==> config.mk <==
export PLATFORM = sky130hd
export DESIGN_NAME = irq_wake_ctrl
export DESIGN_NICKNAME = d
export VERILOG_FILES = /design/src/verilog/irq_pkg.sv /design/src/verilog/pin_edge_if.sv /design/src/verilog/irq_wake_ctrl.sv /design/src/verilog/pin_edge_detect.sv
export SDC_FILE = /design/constraint.sdc
export NUM_CORES = 1
export LEC_CHECK = 0
export BUFFER_PORTS_ARGS = -buffer_cell sky130_fd_sc_hd__buf_2
export CORE_MARGIN = 2
export CORE_UTILIZATION = 52
export DETAILED_ROUTE_END_ITERATION = 10
export PLACE_DENSITY = 0.86
export SLEW_MARGIN = 20
export SYNTH_ARGS = -nofsm -noshare
export SYNTH_HDL_FRONTEND = slang
export SYNTH_HIERARCHICAL = 1
export SYNTH_SLANG_ARGS = --single-unit
export TNS_END_PERCENT = 5
==> constraint.sdc <==
create_clock -name sys_clk_i -period 4.8 [get_ports sys_clk_i]
set_input_delay 0.24 -clock sys_clk_i [delete_from_list [all_inputs] [get_ports sys_clk_i]]
set_output_delay 0.24 -clock sys_clk_i [all_outputs]
set_load 0.1 [all_outputs]
==> src/verilog/irq_pkg.sv <==
// Constants, register map and state codes shared by the interrupt control files.
package irq_pkg;

  // Register byte addresses on the bus; each register takes one aligned word.
  localparam logic [5:0] ADDR_CTRL = 6'h00; // interrupt_control.
  localparam logic [5:0] ADDR_EN0 = 6'h04; // irq_enable_reg0.
  localparam logic [5:0] ADDR_REQ0 = 6'h08; // irq_request_reg0.
  localparam logic [5:0] ADDR_EVT = 6'h0c; // Sticky event status, write one to clear.
  localparam logic [5:0] ADDR_MASK = 6'h10; // Event mask, same layout as status.
  localparam logic [5:0] ADDR_SH_ACC = 6'h20; // Shadow accumulator (bank 31 view).
  localparam logic [5:0] ADDR_SH_STAT = 6'h24; // Shadow status.
  localparam logic [5:0] ADDR_SH_BANK = 6'h28; // Shadow bank_select.
  localparam logic [5:0] ADDR_SH_PTR_LO = 6'h2c; // Shadow indirect_pointer, low byte.
  localparam logic [5:0] ADDR_SH_PTR_HI = 6'h30; // Shadow indirect_pointer, high byte.
  localparam logic [5:0] ADDR_SH_PCH = 6'h34; // Shadow pc_high_latch.

  // Field positions.
  localparam int GLOBAL_EN_BIT = 7; // global_irq_enable in interrupt_control.
  localparam int PERIPH_EN_BIT = 6; // peripheral_irq_enable in interrupt_control.
  localparam int EDGE_BIT = 0; // ext_irq_edge_select in interrupt_control.
  localparam int EXT_EN_BIT = 0; // ext_irq_enable in irq_enable_reg0.
  localparam int EXT_FLAG_BIT = 0; // ext_irq_flag in irq_request_reg0.

  // Values after reset.
  localparam logic [7:0] CTRL_RESET = 8'h01;
  localparam logic [7:0] BYTE_RESET = 8'h00;
  localparam logic [3:0] EVT_RESET = 4'h0;

  // Status bits that are never saved: watchdog_expired_flag and sleep_entered_flag.
  localparam logic [7:0] STATUS_SAVE_MASK = 8'he7;

  // Event status bit positions.
  localparam int EV_EDGE = 0;
  localparam int EV_WAKE = 1;
  localparam int EV_ENTRY = 2;
  localparam int EV_RETURN = 3;
  localparam int EV_W = 4;

  // Widths.
  localparam int PC_W = 15;
  localparam int PERIPH_W = 8;

  // Sequencer states, one-hot.
  typedef enum logic [3:0]
  {
    ST_RUN = 4'h1,
    ST_SLEEP = 4'h2,
    ST_STEP = 4'h4,
    ST_SRV = 4'h8
  } seq_state_t;

endpackage : irq_pkg

==> src/verilog/pin_edge_if.sv <==
// Carries the edge polarity select and the detected edge between the two modules.
interface pin_edge_if;
  logic edge_sel; // One selects rising edges, zero falling edges.
  logic edge_pulse; // One cycle per accepted edge of the selected polarity.
  modport det (input edge_sel, output edge_pulse);
  modport ctl (output edge_sel, input edge_pulse);
endinterface : pin_edge_if

==> src/verilog/irq_wake_ctrl.sv <==
// Interrupt control: wake, pin edge, vectoring, context shadows and register bus.
//
// The placing of the registers and the Avalon-MM interface to the registers were left to the implementer.

// Function
// Software enables wake sources before sleeping.
// Wake vectors only when global enable set.
// One instruction runs after wake before vectoring.
// Pin gives edge request, gated by enable.
// Select one means rising, zero falling.
// Valid pin edge sets external flag.
// Flag with both enables redirects to vector.
// Entry pushes return address to stack.
// Entry copies context into shadows, status masked.
// Return reloads context from shadows.
// Shadows software readable and writable, restored.
// Control register layout and reset values.
// Peripheral enable and global enable gate requests.
module irq_wake_ctrl (
  input wire logic sys_clk_i,
  input wire logic rstn_i,
  input wire logic [5:0] avs_address_i,
  input wire logic avs_read_i,
  input wire logic avs_write_i,
  input wire logic [31:0] avs_writedata_i,
  output logic [31:0] avs_readdata_o,
  output logic avs_waitrequest_o,
  input wire logic ext_irq_pin_i,
  input wire logic [irq_pkg::PERIPH_W-1:0] periph_req_i,
  input wire logic sleep_i,
  input wire logic instr_done_i,
  input wire logic entry_i,
  input wire logic return_i,
  input wire logic [irq_pkg::PC_W-1:0] ret_pc_i,
  input wire logic [7:0] acc_i,
  input wire logic [7:0] status_i,
  input wire logic [7:0] bank_i,
  input wire logic [15:0] ptr_i,
  input wire logic [7:0] pch_i,
  output logic wake_o,
  output logic vector_req_o,
  output logic push_o,
  output logic [irq_pkg::PC_W-1:0] push_pc_o,
  output logic restore_o,
  output logic [7:0] sh_acc_o,
  output logic [7:0] sh_status_o,
  output logic [7:0] sh_bank_o,
  output logic [15:0] sh_ptr_o,
  output logic [7:0] sh_pch_o,
  output logic irq_o
);

  logic rst_meta_r; // First reset release stage.
  logic rst_n; // Released reset used by all logic.
  logic global_en_r; // global_irq_enable.
  logic periph_en_r; // peripheral_irq_enable.
  logic edge_sel_r; // ext_irq_edge_select.
  logic ext_en_r; // ext_irq_enable.
  logic ext_flag_r; // ext_irq_flag.
  logic [irq_pkg::EV_W-1:0] evt_r; // Sticky event status.
  logic [irq_pkg::EV_W-1:0] mask_r; // Event mask.
  logic [irq_pkg::EV_W-1:0] evt_set; // Events raised this cycle.
  irq_pkg::seq_state_t state_r; // Sequencer state.
  logic pending; // Some enabled request is waiting.
  logic bus_req; // A bus request is present.
  logic wr_go; // Write takes effect this edge.
  logic [7:0] wbyte; // Low byte of write data.
  logic [7:0] ctrl_rd; // Read view of interrupt_control.
  logic [31:0] rd_nxt; // Read data for the current address.
  pin_edge_if eif (); // Link to the pin edge detector.

  // Reset is asserted at once and released through two flip-flops.
  always_ff @(posedge sys_clk_i or negedge rstn_i)
  begin
    if (!rstn_i)
    begin
      rst_meta_r <= 1'b0;
      rst_n <= 1'b0;
    end
    else
    begin
      rst_meta_r <= 1'b1;
      rst_n <= rst_meta_r;
    end
  end

  assign eif.edge_sel = edge_sel_r;

  pin_edge_detect u_edge (
    .clk_i (sys_clk_i),
    .rst_n_i (rst_n),
    .pin_i (ext_irq_pin_i),
    .eif (eif.det)
  );

  // Pending request: external flag when enabled, peripherals behind their own enable.
  // Sources are assumed enabled by software before sleep; only those can wake.
  assign pending = (ext_flag_r && ext_en_r) || (periph_en_r && (|periph_req_i));

  assign bus_req = avs_read_i || avs_write_i;
  assign wr_go = avs_write_i && !avs_waitrequest_o;
  assign wbyte = avs_writedata_i[7:0];

  // Bus handshake: every access waits exactly one cycle, which gives read data
  // a full cycle to settle and keeps the output straight from a flip-flop.
  always_ff @(posedge sys_clk_i or negedge rst_n)
  begin
    if (!rst_n)
    begin
      avs_waitrequest_o <= 1'b1;
    end
    else
    begin
      avs_waitrequest_o <= !(bus_req && avs_waitrequest_o);
    end
  end

  // Control register view; bits 5 to 1 read as zero.
  assign ctrl_rd = {global_en_r, periph_en_r, 5'h00, edge_sel_r};

  // Read multiplexer; unmapped addresses read as zero.
  always_comb
  begin
    rd_nxt = 32'h0000_0000;
    if (avs_address_i == irq_pkg::ADDR_CTRL)
      rd_nxt[7:0] = ctrl_rd;
    else if (avs_address_i == irq_pkg::ADDR_EN0)
      rd_nxt[irq_pkg::EXT_EN_BIT] = ext_en_r;
    else if (avs_address_i == irq_pkg::ADDR_REQ0)
      rd_nxt[irq_pkg::EXT_FLAG_BIT] = ext_flag_r;
    else if (avs_address_i == irq_pkg::ADDR_EVT)
      rd_nxt[irq_pkg::EV_W-1:0] = evt_r;
    else if (avs_address_i == irq_pkg::ADDR_MASK)
      rd_nxt[irq_pkg::EV_W-1:0] = mask_r;
    else if (avs_address_i == irq_pkg::ADDR_SH_ACC)
      rd_nxt[7:0] = sh_acc_o;
    else if (avs_address_i == irq_pkg::ADDR_SH_STAT)
      rd_nxt[7:0] = sh_status_o;
    else if (avs_address_i == irq_pkg::ADDR_SH_BANK)
      rd_nxt[7:0] = sh_bank_o;
    else if (avs_address_i == irq_pkg::ADDR_SH_PTR_LO)
      rd_nxt[7:0] = sh_ptr_o[7:0];
    else if (avs_address_i == irq_pkg::ADDR_SH_PTR_HI)
      rd_nxt[7:0] = sh_ptr_o[15:8];
    else if (avs_address_i == irq_pkg::ADDR_SH_PCH)
      rd_nxt[7:0] = sh_pch_o;
  end

  // Read data is captured on the edge that drops waitrequest and then holds.
  always_ff @(posedge sys_clk_i or negedge rst_n)
  begin
    if (!rst_n)
    begin
      avs_readdata_o <= 32'h0000_0000;
    end
    else if (avs_read_i && avs_waitrequest_o)
    begin
      avs_readdata_o <= rd_nxt;
    end
  end

  // Control bits. Hardware clears global enable on entry and sets it on return so
  // that a routine is not re-entered; both hardware actions win over a write.
  always_ff @(posedge sys_clk_i or negedge rst_n)
  begin
    if (!rst_n)
    begin
      global_en_r <= irq_pkg::CTRL_RESET[irq_pkg::GLOBAL_EN_BIT];
      periph_en_r <= irq_pkg::CTRL_RESET[irq_pkg::PERIPH_EN_BIT];
      edge_sel_r <= irq_pkg::CTRL_RESET[irq_pkg::EDGE_BIT];
      ext_en_r <= 1'b0;
    end
    else
    begin
      if (wr_go && avs_address_i == irq_pkg::ADDR_CTRL)
      begin
        global_en_r <= wbyte[irq_pkg::GLOBAL_EN_BIT];
        periph_en_r <= wbyte[irq_pkg::PERIPH_EN_BIT];
        edge_sel_r <= wbyte[irq_pkg::EDGE_BIT];
      end
      else if (wr_go && avs_address_i == irq_pkg::ADDR_EN0)
      begin
        ext_en_r <= wbyte[irq_pkg::EXT_EN_BIT];
      end
      if (entry_i && state_r == irq_pkg::ST_RUN)
        global_en_r <= 1'b0;
      else if (return_i && state_r == irq_pkg::ST_SRV)
        global_en_r <= 1'b1;
    end
  end

  // External flag: set by any valid edge, even with the enable clear; software
  // clears it by writing zero, and an edge in that same cycle wins.
  always_ff @(posedge sys_clk_i or negedge rst_n)
  begin
    if (!rst_n)
    begin
      ext_flag_r <= 1'b0;
    end
    else if (eif.edge_pulse)
    begin
      ext_flag_r <= 1'b1;
    end
    else if (wr_go && avs_address_i == irq_pkg::ADDR_REQ0)
    begin
      ext_flag_r <= wbyte[irq_pkg::EXT_FLAG_BIT];
    end
  end

  // Sequencer tracking the core: sleep, the one step after wake, and service.
  always_ff @(posedge sys_clk_i or negedge rst_n)
  begin
    if (!rst_n)
    begin
      state_r <= irq_pkg::ST_RUN;
    end
    else
    begin
      case (state_r)
        irq_pkg::ST_RUN:
          if (entry_i)
            state_r <= irq_pkg::ST_SRV;
          else if (sleep_i)
            state_r <= irq_pkg::ST_SLEEP;
        irq_pkg::ST_SLEEP:
          if (pending)
            state_r <= irq_pkg::ST_STEP;
        irq_pkg::ST_STEP:
          if (instr_done_i)
            state_r <= irq_pkg::ST_RUN;
        irq_pkg::ST_SRV:
          if (return_i)
            state_r <= irq_pkg::ST_RUN;
        default:
          state_r <= irq_pkg::ST_RUN;
      endcase
    end
  end

  // Wake pulse and vector request. Wake ignores the global enable; the vector
  // needs it, and waits in the step state for the post-sleep instruction.
  always_ff @(posedge sys_clk_i or negedge rst_n)
  begin
    if (!rst_n)
    begin
      wake_o <= 1'b0;
      vector_req_o <= 1'b0;
    end
    else
    begin
      wake_o <= (state_r == irq_pkg::ST_SLEEP) && pending;
      vector_req_o <= (state_r == irq_pkg::ST_RUN) && global_en_r && pending && !entry_i;
    end
  end

  // Return address push on entry.
  always_ff @(posedge sys_clk_i or negedge rst_n)
  begin
    if (!rst_n)
    begin
      push_o <= 1'b0;
      push_pc_o <= '0;
      restore_o <= 1'b0;
    end
    else
    begin
      push_o <= entry_i && (state_r == irq_pkg::ST_RUN);
      restore_o <= return_i && (state_r == irq_pkg::ST_SRV);
      if (entry_i && state_r == irq_pkg::ST_RUN)
        push_pc_o <= ret_pc_i;
    end
  end

  // Shadow registers: captured on entry, otherwise writable by software. The
  // core reloads from these outputs on restore_o, so software edits take effect.
  always_ff @(posedge sys_clk_i or negedge rst_n)
  begin
    if (!rst_n)
    begin
      sh_acc_o <= irq_pkg::BYTE_RESET;
      sh_status_o <= irq_pkg::BYTE_RESET;
      sh_bank_o <= irq_pkg::BYTE_RESET;
      sh_ptr_o <= {irq_pkg::BYTE_RESET, irq_pkg::BYTE_RESET};
      sh_pch_o <= irq_pkg::BYTE_RESET;
    end
    else if (entry_i && state_r == irq_pkg::ST_RUN)
    begin
      sh_acc_o <= acc_i;
      sh_status_o <= status_i & irq_pkg::STATUS_SAVE_MASK;
      sh_bank_o <= bank_i;
      sh_ptr_o <= ptr_i;
      sh_pch_o <= pch_i;
    end
    else if (wr_go)
    begin
      if (avs_address_i == irq_pkg::ADDR_SH_ACC)
        sh_acc_o <= wbyte;
      else if (avs_address_i == irq_pkg::ADDR_SH_STAT)
        sh_status_o <= wbyte & irq_pkg::STATUS_SAVE_MASK;
      else if (avs_address_i == irq_pkg::ADDR_SH_BANK)
        sh_bank_o <= wbyte;
      else if (avs_address_i == irq_pkg::ADDR_SH_PTR_LO)
        sh_ptr_o[7:0] <= wbyte;
      else if (avs_address_i == irq_pkg::ADDR_SH_PTR_HI)
        sh_ptr_o[15:8] <= wbyte;
      else if (avs_address_i == irq_pkg::ADDR_SH_PCH)
        sh_pch_o <= wbyte;
    end
  end

  // Events raised this cycle, one bit per event.
  assign evt_set = {restore_o, push_o, wake_o, eif.edge_pulse};

  // Sticky event status with write-one-to-clear; a new event beats the clear.
  always_ff @(posedge sys_clk_i or negedge rst_n)
  begin
    if (!rst_n)
    begin
      evt_r <= irq_pkg::EVT_RESET;
      mask_r <= irq_pkg::EVT_RESET;
    end
    else
    begin
      if (wr_go && avs_address_i == irq_pkg::ADDR_EVT)
        evt_r <= (evt_r & ~wbyte[irq_pkg::EV_W-1:0]) | evt_set;
      else
        evt_r <= evt_r | evt_set;
      if (wr_go && avs_address_i == irq_pkg::ADDR_MASK)
        mask_r <= wbyte[irq_pkg::EV_W-1:0];
    end
  end

  // Level interrupt output, registered.
  always_ff @(posedge sys_clk_i or negedge rst_n)
  begin
    if (!rst_n)
      irq_o <= 1'b0;
    else
      irq_o <= |(evt_r & mask_r);
  end
endmodule : irq_wake_ctrl

==> src/verilog/pin_edge_detect.sv <==
// Synchronises the external interrupt pin and detects its selected edge.
module pin_edge_detect (
  input wire logic clk_i,
  input wire logic rst_n_i,
  input wire logic pin_i,
  pin_edge_if.det eif
);

  logic s1_r; // First stage, read only by the second stage.
  logic s2_r; // Second stage.
  logic s3_r; // Third stage.
  logic lvl_r; // Last accepted settled level of the pin.
  logic settled; // Second and third stage agree.
  logic [2:0] fill_r; // Ones shift in after reset until every stage holds a pin sample.

  // Three-stage synchroniser; the pin is asynchronous to the system clock.
  always_ff @(posedge clk_i or negedge rst_n_i)
  begin
    if (!rst_n_i)
    begin
      s1_r <= 1'b0;
      s2_r <= 1'b0;
      s3_r <= 1'b0;
    end
    else
    begin
      s1_r <= pin_i;
      s2_r <= s1_r;
      s3_r <= s2_r;
    end
  end

  assign settled = (s2_r == s3_r);

  // Fill marker. While the stages still hold reset values the level tracker just
  // copies the pin, so a pin that idles high gives no false edge after reset.
  always_ff @(posedge clk_i or negedge rst_n_i)
  begin
    if (!rst_n_i)
    begin
      fill_r <= 3'h0;
    end
    else
    begin
      fill_r <= {fill_r[1:0], 1'b1};
    end
  end

  // Tracking the settled level, not the raw pin, means a change of the
  // polarity select can never itself look like an edge.
  always_ff @(posedge clk_i or negedge rst_n_i)
  begin
    if (!rst_n_i)
    begin
      lvl_r <= 1'b0;
    end
    else if (settled || !fill_r[2])
    begin
      lvl_r <= s2_r;
    end
  end

  // An edge counts once the level settles on a new value that matches the select.
  assign eif.edge_pulse = settled && (s3_r != lvl_r) && (s3_r == eif.edge_sel);
endmodule : pin_edge_detect

==> impl_metrics.csv <==
group,metric,value,unit
cells_and_area,drive_gt1_share,31.10,%
worst_hold_path,min_from,"avs_read_i",
drt,first_pass_iters,6,
drt,vias_per_cell,5.816,
clock_network,root_buffer,"clkbuf_8",
setup_path,startpoint,"state_r[0]$_DFFE_PN1P_",
sta,post-route-period-util,55.38,%
floorplanning,ios,219,
global_routing,grt_max_degree,65,
sta,finalHoldViolCount,0,
cells_and_area,fillers,800,
worst_hold_path,hp-class,"primary input to register",
logic_synthesis,synthFlopType,"dfrtp_1",
logic_synthesis,ys_ff_latch,101,
logic_synthesis,ys_seq_area_share,49.09,%
sta,slew_headroom,29.45,%
global_routing,use_met2,48.39,%
drt,dr_total_vias,4775,
clock_network,path_clk_slew,0.10,ns
clock_network,numCtsBuffers,9,
global_routing,grt_overflow,0,
sta,min_period,2.658,ns
clock_network,tritoncts,"yes",
floorplanning,die_y,103.6,um
setup_path,arrival,2.88,ns
sta,setup_viol,0,
global_routing,grt_pass1_vias,4658,
placed_design,portBuffers,166,
setup_path,r2r-start,"state_r[0]$_DFFE_PN1P_",
sta,max_freq,376.2,MHz
logic_synthesis,synthTopCellsByCount,"dfrtp_1 (98), nand2_1 (84), mux2i_1 (47)",
floorplanning,dieArea,10730,um2
clock_network,cts_sinks,101,
cells_and_area,areaGrowthSynthToFinish,20.84,%
logic_synthesis,avgSynthCellArea,9.784,um2
logic_synthesis,yosysWarnings,6,
global_routing,grt_use_met3,5.223,%
logic_synthesis,synth-async-reset-ratio,100.0,%
drt,routedWlPerCell,19.20,um
logic_synthesis,synth_top_cell_area_share,47.56,%
setup_path,critPathRequiredTime,5.02,ns
floorplanning,initial_core_util,53.24,%
sta,skew,0.009595,ns
clock_network,ctsLongestPathBuffers,2,
drt,antenna_left,0,
floorplanning,coreArea,9684,um2
sta,drv_slew,0,
sta,fin_ws,2.142,ns
logic_synthesis,synth_edf_count,0,
logic_synthesis,syn_area,5156,um2
placed_design,place_congestion,0.9702,
global_routing,grt.total_usage,29.05,%
clock_network,cts_resized,0,
logic_synthesis,yosys.cell_count.top_type,"dfrtp_1",
cells_and_area,fin_nets,801,
drt,drt_iter0_drc,425,
floorplanning,fp.dieW,103.6,um
global_routing,busiest_layer,"met2",
setup_path,endpoint_kind,"register",
run_status,outcome,"completed",
floorplanning,placementRows,36,
placed_design,place_ws,2.249,ns
sta,worstMarginPinSlew,1.054,ns
global_routing,antenna_found_initial,0,
clock_network,clk_latency,0.38,ns
sta,rsz0062_at_grt,"no",
global_routing,grt_pass1_wl,24.52,mm
logic_synthesis,netlist_instances,527,
global_routing,met1_usage,38.12,%
logic_synthesis,synth_top_cells_by_area,"dfrtp_1 (48%), mux2i_1 (9.1%), nand2_1 (6.1%)",
sta,tns,0,ns
logic_synthesis,synth_cell_types,62,
placed_design,dp_hpwl,11.47,mm
cells_and_area,n_antenna_cell,0,
drt,drt-total-wl,15.76,mm
setup_path,crit_type,"register to register",
run,drv_cap,0,
logic_synthesis,synth_top_cell_by_area,"dfrtp_1",
clock_network,htree_num_levels,3,
drt,drcViolationCount,0,
setup_path,crit_fanout,43,
setup_path,startpoint_type,"register",
## placed cells by master (no fill, tap or decap), types with 8 or more instances in the layout
cell | Yosys | final
buf_2 | 4 | 166
nor2_1 | 11 | 11
clkbuf_8 | 0 | 9
conb_1 | 3 | 28
a21boi_0 | 10 | 10
mux2i_1 | 47 | 47
o21ai_1 | 8 | 8
o21ai_0 | 30 | 30
inv_1 | 23 | 23
a21oi_1 | 39 | 39
dfrtp_1 | 98 | 97
nor3_1 | 10 | 10
nand2_1 | 84 | 84
mux2_2 | 10 | 10
## timing repair
action,CTS,global route
endpoints found under the hold margin,3,0
setup buffers,0,0
hold buffers,2,0
## area by class of cell
class	instances	area (um2)	share of cell area [%]
Tap cell	133	166.4	2.671
Multi-Input combinational cell	373	2323	37.29
Inverter	24	90.09	1.446
Clock buffer	9	123.9	1.988
Clock inverter	7	96.34	1.546
Sequential cell	101	2535	40.68
Timing Repair Buffer	174	895.9	14.38
## registers in the layout (all words and copies together) (netlist names), 6 cells and up
register / flops
sh_bank_o: 8
sh_ptr_o: 16
sh_pch_o: 8
avs_readdata_o: 8
sh_acc_o: 8
push_pc_o: 15
sh_status_o: 6
## per-stage QoR
step | util [%] | cells | hold WS [ns] | instance area, um2
global route | 64.34 | 821 | 0.03963 | 6231
detailed placement | 61.78 | 802 | 0.02812 | 5983
global placement | 61.78 | 802 | 0.02541 | 5983
CTS | 64.26 | 820 | 0.02465 | 6223
floorplan | - | 552 | -0.05559 | 5250
finish | 64.34 | 821 | 0.03097 | 6231
## worst max-delay path, cell delays in order (launching register included)
cell and delay, ns:
dfstp_2 0.62, and2_1 0.48, nand2_1 0.15, inv_2 0.56, nor2_1 0.45, mux2i_1 0.22
## cell families after synthesis
logic type,synth area share (%)
DFF,49.09
buffers and inverters,7.668
muxes,11.74
and+or+nand+nor,14.88
other,0.2184
AOI/OAI and AO/OA,16.40
## worst paths after layout
| check | endpoint | slack, ns | cells after the start |
|---|---|---|---|
| min | avs_waitrequest_o$_DFF_PN1_ | 0.03 | 2 |
| min in group asynchronous | rst_n$_DFF_PN0_ | 0.17 | 2 |
| min reg2reg | sh_bank_o[5]$_DFFE_PN0P_ | 0.31 | 0 |
| max | sh_ptr_o[3]$_DFFE_PN0P_ | 2.14 | 5 |
| max reg2reg | sh_ptr_o[3]$_DFFE_PN0P_ | 2.14 | 5 |
| max in group asynchronous | push_pc_o[5]$_DFFE_PN0P_ | 3.32 | 1 |
## metal layers
layer  vias to the layer above  routed length [um]
met5                         -                   0
met4                         0                 437
met3                        40                1428
met2                       301                7510
met1                      2312                6388
li1                       2122                   -
Power is left out: the tool's default activity adds up to more than one toggle a clock period on the data nets, which glitch-free logic cannot reach.
